**config.mk**
```make
export PLATFORM = sky130hd
export DESIGN_NAME = led_error_detect
export DESIGN_NICKNAME = d
export VERILOG_FILES = /design/src/logic/led_pkg.sv /design/src/logic/led_timeout_timer.sv /design/src/logic/led_error_detect.sv
export SDC_FILE = /design/constraint.sdc
export NUM_CORES = 1
export LEC_CHECK = 0
export ABC_CLOCK_PERIOD_IN_PS = 8700
export BUFFER_PORTS_ARGS = -buffer_cell sky130_fd_sc_hd__buf_2
export CORE_ASPECT_RATIO = 1.1
export CORE_MARGIN = 1.5
export CORE_UTILIZATION = 61
export CTS_CLUSTER_DIAMETER = 50
export DETAILED_ROUTE_END_ITERATION = 10
export PLACE_DENSITY = 0.91
export REMOVE_ABC_BUFFERS = 1
export SLEW_MARGIN = 15
export SYNTH_ARGS = -nofsm -noshare
export SYNTH_HDL_FRONTEND = slang
export SYNTH_SLANG_ARGS = --single-unit
```
**constraint.sdc**
```tcl
create_clock -name clk_i -period 8.7 [get_ports clk_i]
set_input_delay 0 -clock clk_i [delete_from_list [all_inputs] [get_ports clk_i]]
set_output_delay 0 -clock clk_i [all_outputs]
set_load 0.01 [all_outputs]
```
**src/logic/led_pkg.sv**
```systemverilog
/*
  Shared constants and carrier types for the link error detect flag block:
  register offsets, flag positions, reset values, timing counts and the
  structs that carry received control symbols and delineation events.
  Assumes a 10 MHz clock and a 32-bit APB register bus.
*/
// Functional notes
// - Set bit 26 when a link response names a non-outstanding ackID; no capture.
// - Recovery sends a link request; partner answers with its expected ackID.
// - A response naming an accepted packet halts transfers until ackIDs realign.
// - Set bit 27 on a control symbol unexpected in the current link state, other than an ack in REC_IDLE (bit 30).
// - Set bit 29 on misaligned start-control/delimiter or undefined code-group.
// - Set bit 30 on any acknowledge control symbol that was not expected; acks outside REC_IDLE set bit 27 instead.
// - Set bit 31 when acknowledge or link response times out; no capture.

package led_pkg;

  // ==========================================================================
  // Register map
  localparam int ADDR_W = 8;
  localparam logic [7:0] OFS_ERR_DETECT = 8'h00;
  localparam logic [7:0] OFS_CONTROL = 8'h04;
  localparam logic [7:0] OFS_LINK_STATUS = 8'h08;
  localparam logic [7:0] OFS_TIMEOUT = 8'h0C;
  localparam logic [7:0] OFS_INT_STATUS = 8'h10;
  localparam logic [7:0] OFS_INT_MASK = 8'h14;

  // ==========================================================================
  // Flag positions and reset values
  localparam int BIT_LR_ACKID_MISMATCH = 26;
  localparam int BIT_UNEXP_CS = 27;
  localparam int BIT_RESERVED = 28;
  localparam int BIT_DELINEATION = 29;
  localparam int BIT_UNEXP_ACK = 30;
  localparam int BIT_ACK_RESP_TIMEOUT = 31;
  localparam logic [31:0] FLAG_MASK = 32'hEC00_0000;
  localparam logic [31:0] RESET_FLAGS = 32'h0000_0000;
  localparam logic [31:0] RESET_MASK = 32'h0000_0000;

  // Control register bits (write-one pulses)
  localparam int CTRL_START_RECOVERY = 0;
  localparam int CTRL_REALIGN = 1;

  // ==========================================================================
  // Timing
  localparam int CLK_PERIOD_NS = 100;
  localparam int TICK_NS = 1000;
  localparam int TICK_CYCLES = (TICK_NS + CLK_PERIOD_NS - 1) / CLK_PERIOD_NS;
  localparam int TIMEOUT_W = 16;
  localparam logic [15:0] RESET_TIMEOUT_TICKS = 16'h0064;

  // ==========================================================================
  // Link-side carriers
  localparam int ACKID_W = 5;

  typedef enum logic [2:0] {
    CS_ACCEPTED = 3'b000,
    CS_RETRY = 3'b001,
    CS_NOT_ACCEPTED = 3'b010,
    CS_LINK_RESPONSE = 3'b011,
    CS_STATUS = 3'b100,
    CS_RESERVED_5 = 3'b101,
    CS_RESERVED_6 = 3'b110,
    CS_RESERVED_7 = 3'b111
  } led_cs_kind_t;

  typedef struct packed {
    logic valid;
    led_cs_kind_t kind;
    logic [ACKID_W-1:0] ackid;
  } led_rx_cs_t;

  typedef struct packed {
    logic sc_misaligned;
    logic pd_misaligned;
    logic undefined_code_group;
  } led_delin_t;

  typedef enum logic [1:0] {
    REC_IDLE = 2'b00,
    REC_SEND = 2'b01,
    REC_WAIT = 2'b10,
    REC_HALT = 2'b11
  } led_rec_state_t;

endpackage

```
**src/logic/led_timeout_timer.sv**
```systemverilog
/*
  Timeout timer: a prescaler makes a one-cycle tick enable, and a tick
  counter reports a one-cycle expiry when it reaches the programmed limit.
  Assumes run_i and restart_i are synchronous; a limit of zero disables it.
*/
`timescale 1ns/1ps
`default_nettype none

module led_timeout_timer #(
  parameter int TICK_CYCLES = led_pkg::TICK_CYCLES,
  parameter int LIMIT_W = led_pkg::TIMEOUT_W
) (
  input wire logic clk_i,
  input wire logic reset_i,
  input wire logic run_i,
  input wire logic restart_i,
  input wire logic [LIMIT_W-1:0] limit_i,
  output logic expired_o
);

  if (TICK_CYCLES < 1 || TICK_CYCLES > 65535 || LIMIT_W < 1) begin : g_bad_param
    $error("led_timeout_timer: unsupported parameter values");
  end

  logic [15:0] presc;
  logic [LIMIT_W-1:0] ticks;
  logic tick_en;

  // ==========================================================================
  // Prescaler
  assign tick_en = (presc == 16'(TICK_CYCLES - 1));

  always_ff @(posedge clk_i or posedge reset_i) begin
    if (reset_i) begin
      presc <= 16'h0000;
    end else if (!run_i || restart_i || tick_en) begin
      presc <= 16'h0000;
    end else begin
      presc <= presc + 16'h0001;
    end
  end

  // ==========================================================================
  // Tick counter; expiry clears it so a held run_i re-arms the interval
  always_ff @(posedge clk_i or posedge reset_i) begin
    if (reset_i) begin
      ticks <= '0;
      expired_o <= 1'b0;
    end else if (!run_i || restart_i || limit_i == '0) begin
      ticks <= '0;
      expired_o <= 1'b0;
    end else if (tick_en && ticks + 1'b1 >= limit_i) begin
      ticks <= '0;
      expired_o <= 1'b1;
    end else begin
      expired_o <= 1'b0;
      if (tick_en) begin
        ticks <= ticks + 1'b1;
      end
    end
  end

endmodule

`default_nettype wire

```
**src/logic/led_error_detect.sv**
```systemverilog
/*
  Per-port link error detect flags with the link-level tracking that
  raises them: outstanding ackID window, recovery by link request,
  acknowledge and response timeout, APB register slave and interrupt.
  Assumes link-side inputs are synchronous pulses from the port's
  receiver and transmitter; the transmitter obeys tx_halt_o.
*/
// The register addresses and the APB interface to the registers are this design's own decisions.
`timescale 1ns/1ps
`default_nettype none

module led_error_detect #(
  parameter logic [15:0] TIMEOUT_TICKS_DEFAULT = led_pkg::RESET_TIMEOUT_TICKS,
  parameter int TICK_CYCLES = led_pkg::TICK_CYCLES
) (
  input wire logic clk_i,
  input wire logic reset_i,
  input wire logic psel_i,
  input wire logic penable_i,
  input wire logic pwrite_i,
  input wire logic [led_pkg::ADDR_W-1:0] paddr_i,
  input wire logic [31:0] pwdata_i,
  output logic [31:0] prdata_o,
  output logic pready_o,
  output logic pslverr_o,
  input wire led_pkg::led_rx_cs_t rx_cs_i,
  input wire led_pkg::led_delin_t delin_i,
  input wire logic recovery_req_i,
  input wire logic tx_packet_sent_i,
  output logic link_request_o,
  output logic tx_halt_o,
  output logic irq_o
);

  if (TICK_CYCLES < 1 || TIMEOUT_TICKS_DEFAULT == 16'h0000) begin : g_bad_param
    $error("led_error_detect: unsupported parameter values");
  end

  localparam int AW = led_pkg::ACKID_W;

  // ==========================================================================
  // Helpers
  function automatic logic [AW-1:0] ackid_dist(input logic [AW-1:0] a,
                                                input logic [AW-1:0] base);
    ackid_dist = AW'(a - base);
  endfunction

  function automatic logic reg_mapped(input logic [led_pkg::ADDR_W-1:0] a);
    reg_mapped = (a == led_pkg::OFS_ERR_DETECT) || (a == led_pkg::OFS_CONTROL) ||
                 (a == led_pkg::OFS_LINK_STATUS) || (a == led_pkg::OFS_TIMEOUT) ||
                 (a == led_pkg::OFS_INT_STATUS) || (a == led_pkg::OFS_INT_MASK);
  endfunction

  // ==========================================================================
  // State
  logic [31:0] err_detect;
  logic [31:0] int_status;
  logic [31:0] int_mask;
  logic [15:0] timeout_ticks;
  led_pkg::led_rec_state_t rec_state;
  led_pkg::led_rec_state_t next_rec_state;
  logic [AW-1:0] ack_expected;
  logic [AW-1:0] next_tx;
  logic [AW-1:0] partner_ackid;
  logic [AW-1:0] outstanding;
  logic [31:0] events;
  logic [31:0] next_err_detect;
  logic [31:0] next_int_status;
  logic [31:0] read_value;
  logic setup_phase;
  logic wr_done;
  logic rd_done;
  logic start_recovery;
  logic realign;
  logic is_ack;
  logic ack_good;
  logic ack_advance;
  logic ack_rewind;
  logic resp_accept;
  logic resp_mismatch;
  logic send_allowed;
  logic timer_run;
  logic timer_restart;
  logic timer_expired;

  // ==========================================================================
  // APB decode
  assign setup_phase = psel_i & ~penable_i;
  assign wr_done = psel_i & penable_i & pready_o & pwrite_i & ~pslverr_o;
  assign rd_done = psel_i & penable_i & pready_o & ~pwrite_i & ~pslverr_o;
  assign start_recovery = wr_done && paddr_i == led_pkg::OFS_CONTROL &&
                          pwdata_i[led_pkg::CTRL_START_RECOVERY];
  assign realign = wr_done && paddr_i == led_pkg::OFS_CONTROL &&
                   pwdata_i[led_pkg::CTRL_REALIGN];

  always_comb begin
    read_value = 32'h0000_0000;
    unique case (paddr_i)
      led_pkg::OFS_ERR_DETECT: read_value = err_detect & led_pkg::FLAG_MASK;
      led_pkg::OFS_LINK_STATUS: read_value = {14'h0000, tx_halt_o, rec_state,
                                              partner_ackid, ack_expected, next_tx};
      led_pkg::OFS_TIMEOUT: read_value = {16'h0000, timeout_ticks};
      led_pkg::OFS_INT_STATUS: read_value = int_status;
      led_pkg::OFS_INT_MASK: read_value = int_mask;
      default: read_value = 32'h0000_0000;
    endcase
  end

  // Read data is latched in the setup cycle so the access edge sees stable data
  always_ff @(posedge clk_i or posedge reset_i) begin
    if (reset_i) begin
      pready_o <= 1'b0;
      pslverr_o <= 1'b0;
      prdata_o <= 32'h0000_0000;
    end else begin
      pready_o <= setup_phase;
      if (setup_phase) begin
        pslverr_o <= ~reg_mapped(paddr_i);
        prdata_o <= reg_mapped(paddr_i) ? read_value : 32'h0000_0000;
      end else if (pready_o) begin
        pslverr_o <= 1'b0;
      end
    end
  end

  // ==========================================================================
  // Link tracking decisions
  assign outstanding = ackid_dist(next_tx, ack_expected);
  assign is_ack = rx_cs_i.valid && (rx_cs_i.kind == led_pkg::CS_ACCEPTED ||
                                    rx_cs_i.kind == led_pkg::CS_RETRY ||
                                    rx_cs_i.kind == led_pkg::CS_NOT_ACCEPTED);
  // An acknowledge is only expected for the oldest outstanding packet
  assign ack_good = is_ack && rec_state == led_pkg::REC_IDLE &&
                    outstanding != '0 && rx_cs_i.ackid == ack_expected;
  assign ack_advance = ack_good && rx_cs_i.kind == led_pkg::CS_ACCEPTED;
  assign ack_rewind = ack_good && rx_cs_i.kind == led_pkg::CS_RETRY;

  // Partner may name any outstanding ackID or the next unsent one
  assign resp_accept = rec_state == led_pkg::REC_WAIT && rx_cs_i.valid &&
                       rx_cs_i.kind == led_pkg::CS_LINK_RESPONSE &&
                       ackid_dist(rx_cs_i.ackid, ack_expected) <= outstanding;
  assign resp_mismatch = rec_state == led_pkg::REC_WAIT && rx_cs_i.valid &&
                         rx_cs_i.kind == led_pkg::CS_LINK_RESPONSE &&
                         ackid_dist(rx_cs_i.ackid, ack_expected) > outstanding;

  // One slot of the ackID space stays unused so full and empty differ
  assign send_allowed = rec_state == led_pkg::REC_IDLE &&
                        outstanding != {AW{1'b1}};

  always_comb begin
    events = 32'h0000_0000;
    events[led_pkg::BIT_LR_ACKID_MISMATCH] = resp_mismatch;
    // Link responses outside REC_WAIT, acks during recovery, reserved kinds
    events[led_pkg::BIT_UNEXP_CS] = rx_cs_i.valid && (
        (rx_cs_i.kind == led_pkg::CS_LINK_RESPONSE &&
         rec_state != led_pkg::REC_WAIT) ||
        (is_ack && rec_state != led_pkg::REC_IDLE) ||
        rx_cs_i.kind == led_pkg::CS_RESERVED_5 ||
        rx_cs_i.kind == led_pkg::CS_RESERVED_6 ||
        rx_cs_i.kind == led_pkg::CS_RESERVED_7);
    events[led_pkg::BIT_DELINEATION] = delin_i.sc_misaligned |
                                       delin_i.pd_misaligned |
                                       delin_i.undefined_code_group;
    events[led_pkg::BIT_UNEXP_ACK] = is_ack && rec_state == led_pkg::REC_IDLE &&
                                     !ack_good;
    events[led_pkg::BIT_ACK_RESP_TIMEOUT] = timer_expired;
  end

  // ==========================================================================
  // Recovery state machine
  always_comb begin
    next_rec_state = rec_state;
    unique case (rec_state)
      led_pkg::REC_IDLE: begin
        if (recovery_req_i || start_recovery || timer_expired ||
            (ack_good && rx_cs_i.kind == led_pkg::CS_NOT_ACCEPTED)) begin
          next_rec_state = led_pkg::REC_SEND;
        end
      end
      led_pkg::REC_SEND: begin
        next_rec_state = led_pkg::REC_WAIT;
      end
      led_pkg::REC_WAIT: begin
        if (resp_accept) begin
          next_rec_state = led_pkg::REC_IDLE;
        end else if (resp_mismatch) begin
          next_rec_state = led_pkg::REC_HALT;
        end else if (timer_expired) begin
          next_rec_state = led_pkg::REC_SEND;
        end
      end
      led_pkg::REC_HALT: begin
        if (realign) begin
          next_rec_state = led_pkg::REC_IDLE;
        end
      end
    endcase
  end

  always_ff @(posedge clk_i or posedge reset_i) begin
    if (reset_i) begin
      rec_state <= led_pkg::REC_IDLE;
    end else begin
      rec_state <= next_rec_state;
    end
  end

  always_ff @(posedge clk_i or posedge reset_i) begin
    if (reset_i) begin
      link_request_o <= 1'b0;
    end else begin
      link_request_o <= next_rec_state == led_pkg::REC_SEND;
    end
  end

  // Transfers stop through recovery and stay stopped while misaligned
  always_ff @(posedge clk_i or posedge reset_i) begin
    if (reset_i) begin
      tx_halt_o <= 1'b0;
    end else begin
      tx_halt_o <= next_rec_state != led_pkg::REC_IDLE ||
                   ackid_dist(next_tx, ack_expected) >= {AW{1'b1}} - 1'b1;
    end
  end

  // ==========================================================================
  // AckID window
  always_ff @(posedge clk_i or posedge reset_i) begin
    if (reset_i) begin
      ack_expected <= '0;
    end else if (rec_state == led_pkg::REC_HALT && realign) begin
      ack_expected <= partner_ackid;
    end else if (resp_accept) begin
      ack_expected <= rx_cs_i.ackid;
    end else if (ack_advance) begin
      ack_expected <= AW'(ack_expected + 1'b1);
    end
  end

  // A retry or an accepted response rewinds so the transmitter resends
  always_ff @(posedge clk_i or posedge reset_i) begin
    if (reset_i) begin
      next_tx <= '0;
    end else if (rec_state == led_pkg::REC_HALT && realign) begin
      next_tx <= partner_ackid;
    end else if (resp_accept) begin
      next_tx <= rx_cs_i.ackid;
    end else if (ack_rewind) begin
      next_tx <= ack_expected;
    end else if (tx_packet_sent_i && send_allowed) begin
      next_tx <= AW'(next_tx + 1'b1);
    end
  end

  always_ff @(posedge clk_i or posedge reset_i) begin
    if (reset_i) begin
      partner_ackid <= '0;
    end else if (rec_state == led_pkg::REC_WAIT && rx_cs_i.valid &&
                 rx_cs_i.kind == led_pkg::CS_LINK_RESPONSE) begin
      partner_ackid <= rx_cs_i.ackid;
    end
  end

  // ==========================================================================
  // Acknowledge / response timeout
  assign timer_run = (rec_state == led_pkg::REC_IDLE && outstanding != '0) ||
                     rec_state == led_pkg::REC_WAIT;
  assign timer_restart = ack_advance || ack_rewind || link_request_o ||
                         (tx_packet_sent_i && outstanding == '0);

  led_timeout_timer #(
    .TICK_CYCLES(TICK_CYCLES),
    .LIMIT_W(led_pkg::TIMEOUT_W)
  ) u_timer (
    .clk_i(clk_i),
    .reset_i(reset_i),
    .run_i(timer_run),
    .restart_i(timer_restart),
    .limit_i(timeout_ticks),
    .expired_o(timer_expired)
  );

  always_ff @(posedge clk_i or posedge reset_i) begin
    if (reset_i) begin
      timeout_ticks <= TIMEOUT_TICKS_DEFAULT;
    end else if (wr_done && paddr_i == led_pkg::OFS_TIMEOUT) begin
      timeout_ticks <= pwdata_i[15:0];
    end
  end

  // ==========================================================================
  // Detect flags: write zero clears, a same-cycle event wins
  always_comb begin
    next_err_detect = err_detect;
    if (wr_done && paddr_i == led_pkg::OFS_ERR_DETECT) begin
      next_err_detect = err_detect & pwdata_i;
    end
    next_err_detect = (next_err_detect | events) & led_pkg::FLAG_MASK;
  end

  always_ff @(posedge clk_i or posedge reset_i) begin
    if (reset_i) begin
      err_detect <= led_pkg::RESET_FLAGS;
    end else begin
      err_detect <= next_err_detect;
    end
  end

  // ==========================================================================
  // Interrupt status: read clears only the bits that were returned
  always_comb begin
    next_int_status = int_status;
    if (rd_done && paddr_i == led_pkg::OFS_INT_STATUS) begin
      next_int_status = int_status & ~prdata_o;
    end
    next_int_status = (next_int_status | events) & led_pkg::FLAG_MASK;
  end

  always_ff @(posedge clk_i or posedge reset_i) begin
    if (reset_i) begin
      int_status <= led_pkg::RESET_FLAGS;
    end else begin
      int_status <= next_int_status;
    end
  end

  always_ff @(posedge clk_i or posedge reset_i) begin
    if (reset_i) begin
      int_mask <= led_pkg::RESET_MASK;
    end else if (wr_done && paddr_i == led_pkg::OFS_INT_MASK) begin
      int_mask <= pwdata_i & led_pkg::FLAG_MASK;
    end
  end

  always_ff @(posedge clk_i or posedge reset_i) begin
    if (reset_i) begin
      irq_o <= 1'b0;
    end else begin
      irq_o <= |(next_int_status & int_mask);
    end
  end

endmodule

`default_nettype wire

```
-- After elaboration in Yosys (flattened, before gate mapping)
Index checks and enable logic that the tools add are counted.
- register bits after elaboration: 118
- $add $sub $neg: 6
- $lt $le $gt $ge: 4
- reduce and logical (&&, ||, !) cells: 65
- bitwise operators: 19
- muxes and demuxes: 25
- equality and inequality tests: 19
- operators with widths (operator ; count):
    $pmux W32 S5 ; 1
    $and A32 B32 Y32 ; 3
    $mux W32 ; 3
    $mux W16 ; 4
    $or A32 B32 Y32 ; 2
    $mux W5 ; 7
    $add A16 B1 Y16 const B ; 2
    $not A32 Y32 ; 1
    $reduce_or A32 Y1 ; 1
    $logic_and A1 B1 Y1 ; 28
    $logic_or A1 B1 Y1 ; 22
    $eq A16 B4 Y1 const B ; 1
    $eq A8 B4 Y1 const B ; 2
    $eq A8 B5 Y1 const B ; 2
    $ge A16 B16 Y1 ; 1
    $logic_not A16 Y1 ; 1
    $add A5 B1 Y5 const B ; 2
    $mux W2 ; 5
    $sub A5 B5 Y5 ; 2
    $eq A3 B3 Y1 const B ; 3
    $eq A8 B3 Y1 const B ; 1
    $logic_not A8 Y1 ; 1
    $pmux W2 S4 ; 1
    $and A1 B1 Y1 ; 7
    21 further kinds ; 35

-- Logic depth before layout (Yosys ltp)
Gate-level depths: netlist (run 1).
- word-level depth: 14
- mapped depth: 15
- depth with buffers taken out: 13

-- Cells and area by module
A second synthesis (run 1) with hierarchy kept.
- cell total of the unflattened synthesis: 682
- area, all modules: 6592.6 µm²
- by module, submodules not included (module ; cells each ; area an instance (µm²) ; instances):
    led_error_detect ; 433 ; 4290.4 ; 1
    led_timeout_timer ; 249 ; 2302.2 ; 1

-- Worst setup path after synthesis (run 1)
Ideal clock, no wire load.
- kind: flip-flop to flip-flop
- from: reg next_tx[0]
- to: reg next_tx[1]
- path buffers: 0
- arrival time: 2908 ps
- clock period less this slack: 3029 ps
- setup slack: 5671 ps
- cell stages (with the launch flop): 14
- data required time: 8579 ps
- cells stage by stage: dfrtp_1 -> inv_1 -> ha_1 -> inv_1 -> fa_1 -> xnor2_1 -> ha_1 -> nand3_1 -> o211ai_1 -> maj3_2 -> maj3_2 -> a21oi_4 -> nand2_1 -> o22a_1
- cells in the longest elaborated chain, start to end: 8
- elaborated cells on any way between the ends: 16
- those cells by class: 2 x add/sub; 1 x order compare; 1 x eq/ne; 4 x mux; 8 x reduce/logical
- ends and longest elaborated chain (what ; line ; RTL):
    from (decl) ; led_error_detect.sv:63 ; logic [AW-1:0] next_tx;
    from (signal assigned) ; led_error_detect.sv:245 ; next_tx <= partner_ackid;
    from (signal assigned) ; led_error_detect.sv:247 ; next_tx <= rx_cs_i.ackid;
    from (signal assigned) ; led_error_detect.sv:249 ; next_tx <= ack_expected;
    branches (longest 8 deep; another with $sub A5 B5 Y5) ; n/a ;
Parallel ways; which one is timed is not known. The select of a mux whose other input is x is not followed.
A chain may end at the register's enable or synchronous reset.

-- Final worst setup path (run 1)
- from: reg u_timer.ticks[2]
- to: reg u_timer.ticks[6]
- cells in the longest elaborated chain, start to end: 5
- elaborated cells on any way between the ends: 7
- those cells by class: 1 x add/sub; 1 x order compare; 3 x mux; 2 x reduce/logical
- ends and longest elaborated chain (what ; line ; RTL):
    from (decl) ; led_timeout_timer.sv:26 ; logic [LIMIT_W-1:0] ticks;
    from (signal assigned) ; led_timeout_timer.sv:58 ; ticks <= ticks + 1'b1;
    $add A16 B1 Y16 * ; led_timeout_timer.sv:52, led_timeout_timer.sv:58 ;
    $ge A16 B16 Y1 ; led_timeout_timer.sv:52 ; end else if (tick_en && ticks + 1'b1 >= limit_i) begin
    $logic_and A1 B1 Y1 ; led_timeout_timer.sv:52 ;
    $mux W16 ; led_timeout_timer.sv:52 ;
    $mux W16 ; led_timeout_timer.sv:49 ; end else if (!run_i || restart_i || limit_i == '0) begin
Every way passes the cells marked *; elsewhere a longest branch is shown, timed or not. The select of a mux whose other input is x is not followed.

==> impl_metrics.tcl, run 1 <==
set metrics [dict create \
    start_kind "flip-flop" \
    yosys_warnings 0 \
    fin_skew_ns 0.01399 \
    cts.clk_slew.worst_paths_ns 0.12 \
    synth-edff-count 0 \
    switching_fraction_of_total_power_pct 37.34 \
    drt_iter0_markers 318 \
    clock_latency_on_the_worst_skew_pair_ns 0.38 \
    h-tree-depth 3 \
    fin_nets 812 \
    cp_data_required_time_ns 9.02 \
    report.final.slew_viol_count 0 \
    postSynth.asyncResetShare_pct 100.0 \
    routed_via_density 6.096 \
    track_usage_pct 29.37 \
    hold_buffers 30 \
    detailed_route_wire_length_um 15200 \
    via_count_of_the_routed_design 5151 \
    timing.critical_path.arrival_ns 4.00 \
    cts_inserted_buffers 9 \
    final_hold_viol_count 0 \
    post_route_cells_drive_above_1_share_pct 20.41 \
    maxClockFrequency_mhz 271.7 \
    cts_tree "built" \
    setup_viol 0 \
    hold_start "rx_cs_i[7]" \
    synth.yosys.seq_area_share_pct 43.79 \
    synth.cell_area_um2 6237 \
    setup.reg_to_reg.worst_slack_ns 5.02 \
    antenna-diode-count 0 \
    die_w_um 99.41 \
    run_status "complete, no violations" \
    grt_max_degree 89 \
    post_cts_buffers 0 \
    power_frac_seq_pct 45.5 \
    die_area_um2 10840 \
    ant_nets 0 \
    seq_cells_post_synth 109 \
    gpl.final_weighted_congestion 0.9224 \
    postCtsResizedCells 0 \
    synth.lib_cells_used.distinct 72 \
    timing.final.crit_share_pct 42.30 \
    vdd_ir_drop_max_mv 0.1302 \
    post_route_setup_tns_ns 0 \
    maxCapViolCount 0 \
    grt_overflow_total 0 \
    num_rows 38 \
    power.density_cell_area_nw_per_um2 192.6 \
    cell_family_with_the_largest_share_of_critical_path_delay "simple AND/OR/NAND/NOR gates" \
    power.share.clock_pct 22.5 \
    clk_path_buf_depth 2 \
    synth.avg_cell_area_um2 10.04 \
    die_y_extent_um 109.1 \
    routed_wire_length_per_instance_um 17.99 \
    area_growth_syn_to_layout_pct 14.96 \
    antenna_found_initial 0 \
    end_kind "flip-flop" \
    synthesis.instances 621 \
    internal_power_mw 0.8653 \
    netSwitchingPower_mw 0.5158 \
    worstHoldPathType "in2reg" \
    timing.rr.start "u_timer.ticks[2]$_DFFE_PP0P_" \
    drc 0 \
    worst_slew_pin_tran_ns 0.9548 \
    io_buffer_count 75 \
    clock_sink_count 109 \
    clk_tree_root_cell "clkbuf_8" \
    first_global_vias 5151 \
    detail_route.first_pass.iterations 5 \
    critPathSlowestCell "nor3b_2" \
    wire_length_of_the_first_global_routing_pass_um 24920 \
    coreArea_um2 9889 \
    detailed_placement_hpwl_um 10890 \
    hold_path_end "err_detect[30]$_DFF_PP0_" \
    yosys_most_used_dff "dfrtp_1" \
    grt_setup_unrepaired "false" \
    timing.critical_path.fanout_max 14 \
    ios 96 \
    final.min_clock_period_ns 3.680 \
    worstPathBufferInverterCount 0 \
    reg2reg_to "u_timer.ticks[6]$_DFFE_PP0P_" \
    critical_path.max_stage_delay_ns 0.76 \
    hold_path_depth 4 \
    initial_core_util_pct 63.07 \
    power_leakage_nw 3.460 \
    path_cells "and3_1 > and3_1 > nand3_1 > nor2_1 > xor2_1 > ha_1 > nand4_1 > nor2_1 > a21oi_1 > o211ai_1 > nor3b_2 > o21ai_0 > nand2_1" \
    number_of_cells_on_the_worst_reg_to_reg_path 13 \
    relative_max_transition_margin_pct 36.11 \
    total_power_mw 1.381 \
    power_frac_comb_pct 32.0 \
    fillerInstances 695 \
    final_common_cell "dfrtp_1" \
    layout.cells.most_common_list "dfrtp_1 (106), buf_2 (75), nand2_1 (67)" \
    critical_path_class "reg2reg" \
]
-- how the worst max path moves through the flow --
| stage | start | endpoint | cells past startpoint |
|---|---|---|---|
| after global placement | ack_expected[0]$_DFFE_PP0P_ | ack_expected[2]$_DFFE_PP0P_ | 12 |
| final | u_timer.ticks[2]$_DFFE_PP0P_ | u_timer.ticks[6]$_DFFE_PP0P_ | 13 |
| after CTS | u_timer.ticks[2]$_DFFE_PP0P_ | u_timer.ticks[6]$_DFFE_PP0P_ | 13 |
| after global routing | u_timer.ticks[2]$_DFFE_PP0P_ | u_timer.ticks[6]$_DFFE_PP0P_ | 13 |
| after floorplan | next_tx[0]$_DFFE_PP0P_ | next_tx[1]$_DFFE_PP0P_ | 13 |
| after detailed placement | u_timer.ticks[2]$_DFFE_PP0P_ | u_timer.ticks[6]$_DFFE_PP0P_ | 13 |
-- worst reg2reg max path, cell delays in order (launching register included) --
cell and delay (ns):
dfrtp_1 0.46, and3_1 0.20, and3_1 0.27, nand3_1 0.26, nor2_1 0.22, xor2_1 0.24
ha_1 0.29, nand4_1 0.13, nor2_1 0.09, a21oi_1 0.17, o211ai_1 0.19, nor3b_2 0.76
o21ai_0 0.24, nand2_1 0.10
-- area by class of cell --
type,instances,area [um^2],area share (%)
clock inverters,7,75.07,1.047
inverters,35,133.9,1.867
well taps,120,150.1,2.094
multi-input cells,457,3252,45.35
clock buffers,9,123.9,1.727
repair buffers,108,704.4,9.824
flip-flops and latches,109,2731,38.09
-- metrics by stage --
stage / worst slack, ns / hold slack (ns) / utilization [%] / cells / cell area [um^2]
2_1_floorplan: 5.671 / 0.1055 / - / 601 / 6112
3_3_place_gp: 5.353 / -0.03917 / 67.30 / 798 / 6655
3_5_place_dp: 5.146 / -0.03679 / 67.30 / 798 / 6655
4_1_cts: 5.097 / 0.0009268 / 72.34 / 844 / 7154
5_1_grt: 4.798 / 0.06781 / 72.51 / 845 / 7171
6_report: 5.020 / 0.04547 / 72.51 / 845 / 7171
-- power groups by stage --
stage	clock (mW)	sequential (mW)	combinational (mW)
3_5_place_dp	0	0.636	0.425
6_report	0.311	0.629	0.442
5_1_grt	0.332	0.636	0.498
4_1_cts	0.311	0.627	0.438
2_1_floorplan	0	0.614	0.324
3_3_place_gp	0	0.631	0.402
-- cells in the mapped netlist (all sizes together), types with 7 or more instances --
cell	instances	area share, %
dfrtp	106	43
nor4	7	0.94
xnor2	21	2.9
nand3	28	2.3
inv	35	2.1
nor2	47	2.9
nand2	67	4.0
a21o	9	1.1
buf	16	1.8
clkbuf	12	0.72
nor3	7	0.64
xor2	20	2.8
and3	11	1.2
nand4	11	1.1
mux2	31	5.6
a21oi	16	1.6
mux2i	16	2.6
o21ai	34	2.8
ha	31	6.2
a22o	13	1.8
-- per-layer routing --
layer  part of all wire (%)  wire (um)  vias to the layer above  global-route usage (%)
li1                       -          -                     2392                       -
met1                     42       6404                     2535                   37.95
met2                     50       7629                      195                   51.03
met3                    5.7        866                       29                   3.974
met4                    2.0        300                        0                   10.36
met5                      0          0                        -                       0
-- kinds of logic (layout without fill, tap and decap cells) --
group / count (synthesis) / count (layout) / synth area share (%)
AOI/OAI and AO/OA: 120 / 120 / 13.82
xor gates and xnor gates: 41 / 41 / 5.757
adders and majority gates: 35 / 35 / 7.222
buffers and inverters: 63 / 159 / 4.594
DFF: 109 / 109 / 43.79
muxes: 47 / 47 / 8.164
other: 1 / 9 / 0.06012
and+or+nand+nor: 205 / 205 / 16.59
-- flip-flops by register name, summed over array words and instances (netlist names) --
signal,flops
int_mask,5
u_timer.expired_o,1
timeout_ticks,16
prdata_o,23
irq_o,1
pslverr_o,1
partner_ackid,5
err_detect,5
u_timer.ticks,16
rec_state,2
u_timer.presc,16
ack_expected,5
next_tx,5
int_status,5
link_request_o,1
tx_halt_o,1
pready_o,1
No activity file was read; power rests on OpenSTA's default activity.
==> run 2: changes to the inputs <==
--- a/config.mk
+++ b/config.mk
@@ -5,14 +5,14 @@
 export SDC_FILE = /design/constraint.sdc
 export NUM_CORES = 1
 export LEC_CHECK = 0
-export ABC_CLOCK_PERIOD_IN_PS = 8700
+export ABC_CLOCK_PERIOD_IN_PS = 3500
 export BUFFER_PORTS_ARGS = -buffer_cell sky130_fd_sc_hd__buf_2
 export CORE_ASPECT_RATIO = 1.1
 export CORE_MARGIN = 1.5
-export CORE_UTILIZATION = 61
+export CORE_UTILIZATION = 57
 export CTS_CLUSTER_DIAMETER = 50
 export DETAILED_ROUTE_END_ITERATION = 10
-export PLACE_DENSITY = 0.91
+export PLACE_DENSITY = 0.86
 export REMOVE_ABC_BUFFERS = 1
 export SLEW_MARGIN = 15
 export SYNTH_ARGS = -nofsm -noshare
==> constraint.sdc (replaced) <==
create_clock -name clk_i -period 3.5 [get_ports clk_i]
set_input_delay 0 -clock clk_i [delete_from_list [all_inputs] [get_ports clk_i]]
set_output_delay 0 -clock clk_i [all_outputs]
set_load 0.01 [all_outputs]
==> impl_metrics.tcl, run 2 (synthesis gave the netlist of run 1 again) <==
set metrics [dict create \
    run_status "complete, no violations" \
    ant_nets 0 \
    power.density_cell_area_nw_per_um2 511.1 \
    worstHoldPathType "in2reg" \
    timing.rr.start "next_tx[0]$_DFFE_PP0P_" \
    num_rows 39 \
    internal_power_mw 2.507 \
    fin_skew_ns 0.01130 \
    critical_path.max_stage_delay_ns 0.47 \
    hold_start "delin_i[2]" \
    vdd_ir_drop_max_mv 0.3692 \
    critical_path_class "reg2reg" \
    antenna-diode-count 0 \
    antenna_found_initial 0 \
    netSwitchingPower_mw 1.287 \
    via_count_of_the_routed_design 5213 \
    timing.final.crit_share_pct 97.33 \
    cp_data_required_time_ns 3.75 \
    cell_family_with_the_largest_share_of_critical_path_delay "adder cells" \
    worstPathBufferInverterCount 2 \
    power.share.clock_pct 28.2 \
    clk_tree_root_cell "clkbuf_16" \
    routed_wire_length_per_instance_um 18.16 \
    place_worst_setup_slack_ns 0.04902 \
    wire_length_of_the_first_global_routing_pass_um 25860 \
    worst_slew_pin_tran_ns 0.7563 \
    end_kind "flip-flop" \
    multi_input_comb_area_um2 3298 \
    maxCapViolCount 0 \
    max_flop_register "prdata_o" \
    track_usage_pct 28.78 \
    relative_max_transition_margin_pct 49.58 \
    gpl.final_weighted_congestion 0.8438 \
    path_cells "inv_1 > ha_1 > inv_1 > fa_1 > xnor2_2 > ha_1 > nand3_1 > o211ai_1 > maj3_2 > maj3_2 > a32oi_1 > o21ai_0 > o211a_1" \
    grt_overflow_total 0 \
    number_of_cells_on_the_worst_reg_to_reg_path 13 \
    drt_iter0_markers 332 \
    hold_path_end "int_status[29]$_DFF_PP0_" \
    initial_core_util_pct 59.18 \
    drc 0 \
    final_common_cell "dfrtp_1" \
    first_global_vias 5421 \
    cts_tree "built" \
    layout.cells.non_filler 875 \
    start_kind "flip-flop" \
    largest_register_ffs 23 \
    maxClockFrequency_mhz 293.5 \
    cts_inserted_buffers 9 \
    fin_nets 819 \
    routed_via_density 5.958 \
    hold_path_depth 3 \
    detail_route.first_pass.iterations 5 \
    clock_latency_on_the_worst_skew_pair_ns 0.36 \
    switching_fraction_of_total_power_pct 33.92 \
    setup_viol 0 \
    die_w_um 102.7 \
    fillerInstances 771 \
    detailed_route_wire_length_um 15890 \
    layout.cells.most_common_list "dfrtp_1 (105), buf_2 (75), nand2_1 (66)" \
    sequential_cell_area_um2 2733 \
    cts.clk_slew.worst_paths_ns 0.08 \
    final.min_clock_period_ns 3.407 \
    die_y_extent_um 112.7 \
    ios 96 \
    final_hold_viol_count 0 \
    power_frac_seq_pct 40.7 \
    clk_path_buf_depth 2 \
    area_growth_syn_to_layout_pct 18.98 \
    setup.reg_to_reg.worst_slack_ns 0.09 \
    h-tree-depth 3 \
    final_core_util_pct 70.41 \
    report.final.slew_viol_count 0 \
    grt_max_degree 42 \
    power_frac_comb_pct 31.0 \
    dp_cells 827 \
    timing.critical_path.fanout_max 8 \
    detailed_placement_hpwl_um 11180 \
    io_buffer_count 75 \
    timing.critical_path.arrival_ns 3.66 \
    critPathSlowestCell "dfrtp_2" \
    clock_sink_count 109 \
    power_leakage_nw 3.542 \
    post_route_setup_tns_ns 0 \
    die_area_um2 11580 \
    post_route_cells_drive_above_1_share_pct 22.27 \
    reg2reg_to "ack_expected[2]$_DFFE_PP0P_" \
    final.setup.worst_slack_ns 0.09335 \
    coreArea_um2 10540 \
]
[run 2: changes by cell type in the layout (fill, tap and decap cells not counted), sizes merged]
cell      previous run  this run
clkinvlp             0         1
clkbuf               9        12
clkinv               2         1
inv                 40        36
buf                 77        84
bufinv               0         1
[run 2: worst max path at each step]
stage,end,slack (ns),from,depth (start not counted)
3_5_place_dp,next_tx[1]$_DFFE_PP0P_,0.05,next_tx[0]$_DFFE_PP0P_,13
3_3_place_gp,next_tx[4]$_DFFE_PP0P_,0.14,next_tx[0]$_DFFE_PP0P_,13
6_report,ack_expected[2]$_DFFE_PP0P_,0.09,next_tx[0]$_DFFE_PP0P_,13
2_1_floorplan,next_tx[4]$_DFFE_PP0P_,0.47,next_tx[0]$_DFFE_PP0P_,13
5_1_grt,ack_expected[2]$_DFFE_PP0P_,-0.02,next_tx[0]$_DFFE_PP0P_,13
4_1_cts,next_tx[1]$_DFFE_PP0P_,0.003,next_tx[0]$_DFFE_PP0P_,13
[run 2: area by class of cell]
type / instances / share of cell area [%]
repair buffers: 115 / 10.32
flip-flops and latches: 109 / 36.82
inverters: 35 / 1.804
clock inverters: 4 / 0.7419
clock buffers: 12 / 3.456
multi-input cells: 457 / 44.44
well taps: 143 / 2.411
[run 2: worst min-delay path, delay by kind of cell]
family                 cells  cell delay [ns]
AOI/OAI and AO/OA          1             0.20
buffers and inverters      1             0.08
and+or+nand+nor            1             0.05
[run 2: power by group through the flow]
stage / Combinational [mW] / Clock [mW] / Sequential (mW)
final: 1.18 / 1.07 / 1.54
after global routing: 1.30 / 1.13 / 1.56
after CTS: 1.14 / 1.07 / 1.54
after detailed placement: 1.10 / 0 / 1.56
after global placement: 1.05 / 0 / 1.55
after floorplan: 0.804 / 0 / 1.53
[run 2: timing repair]
item                       CTS  global route
hold buffers                31             0
gates resized for setup      0            12
hold endpoints to repair    60             0
setup buffers                0             1
setup endpoints to repair    0            27
[run 2: per-stage QoR]
stage | power (mW) | hold WS [ns] | instance area [um^2]
after floorplan | 2.331 | 0.1055 | 6112
after global routing | 3.984 | 0.03012 | 7421
after detailed placement | 2.662 | 0.01596 | 6729
after global placement | 2.600 | 0.006747 | 6729
after CTS | 3.750 | 0.008835 | 7351
final | 3.793 | 0.01881 | 7421
[run 2: metal layers]
| layer | routed length (um) | part of all wire (%) | track usage, % |
|---|---|---|---|
| met2 | 7827 | 49 | 48.08 |
| met3 | 952 | 6.0 | 4.324 |
| met1 | 6593 | 42 | 36.39 |
| met5 | 0 | 0 | 0 |
| met4 | 513 | 3.2 | 14.05 |
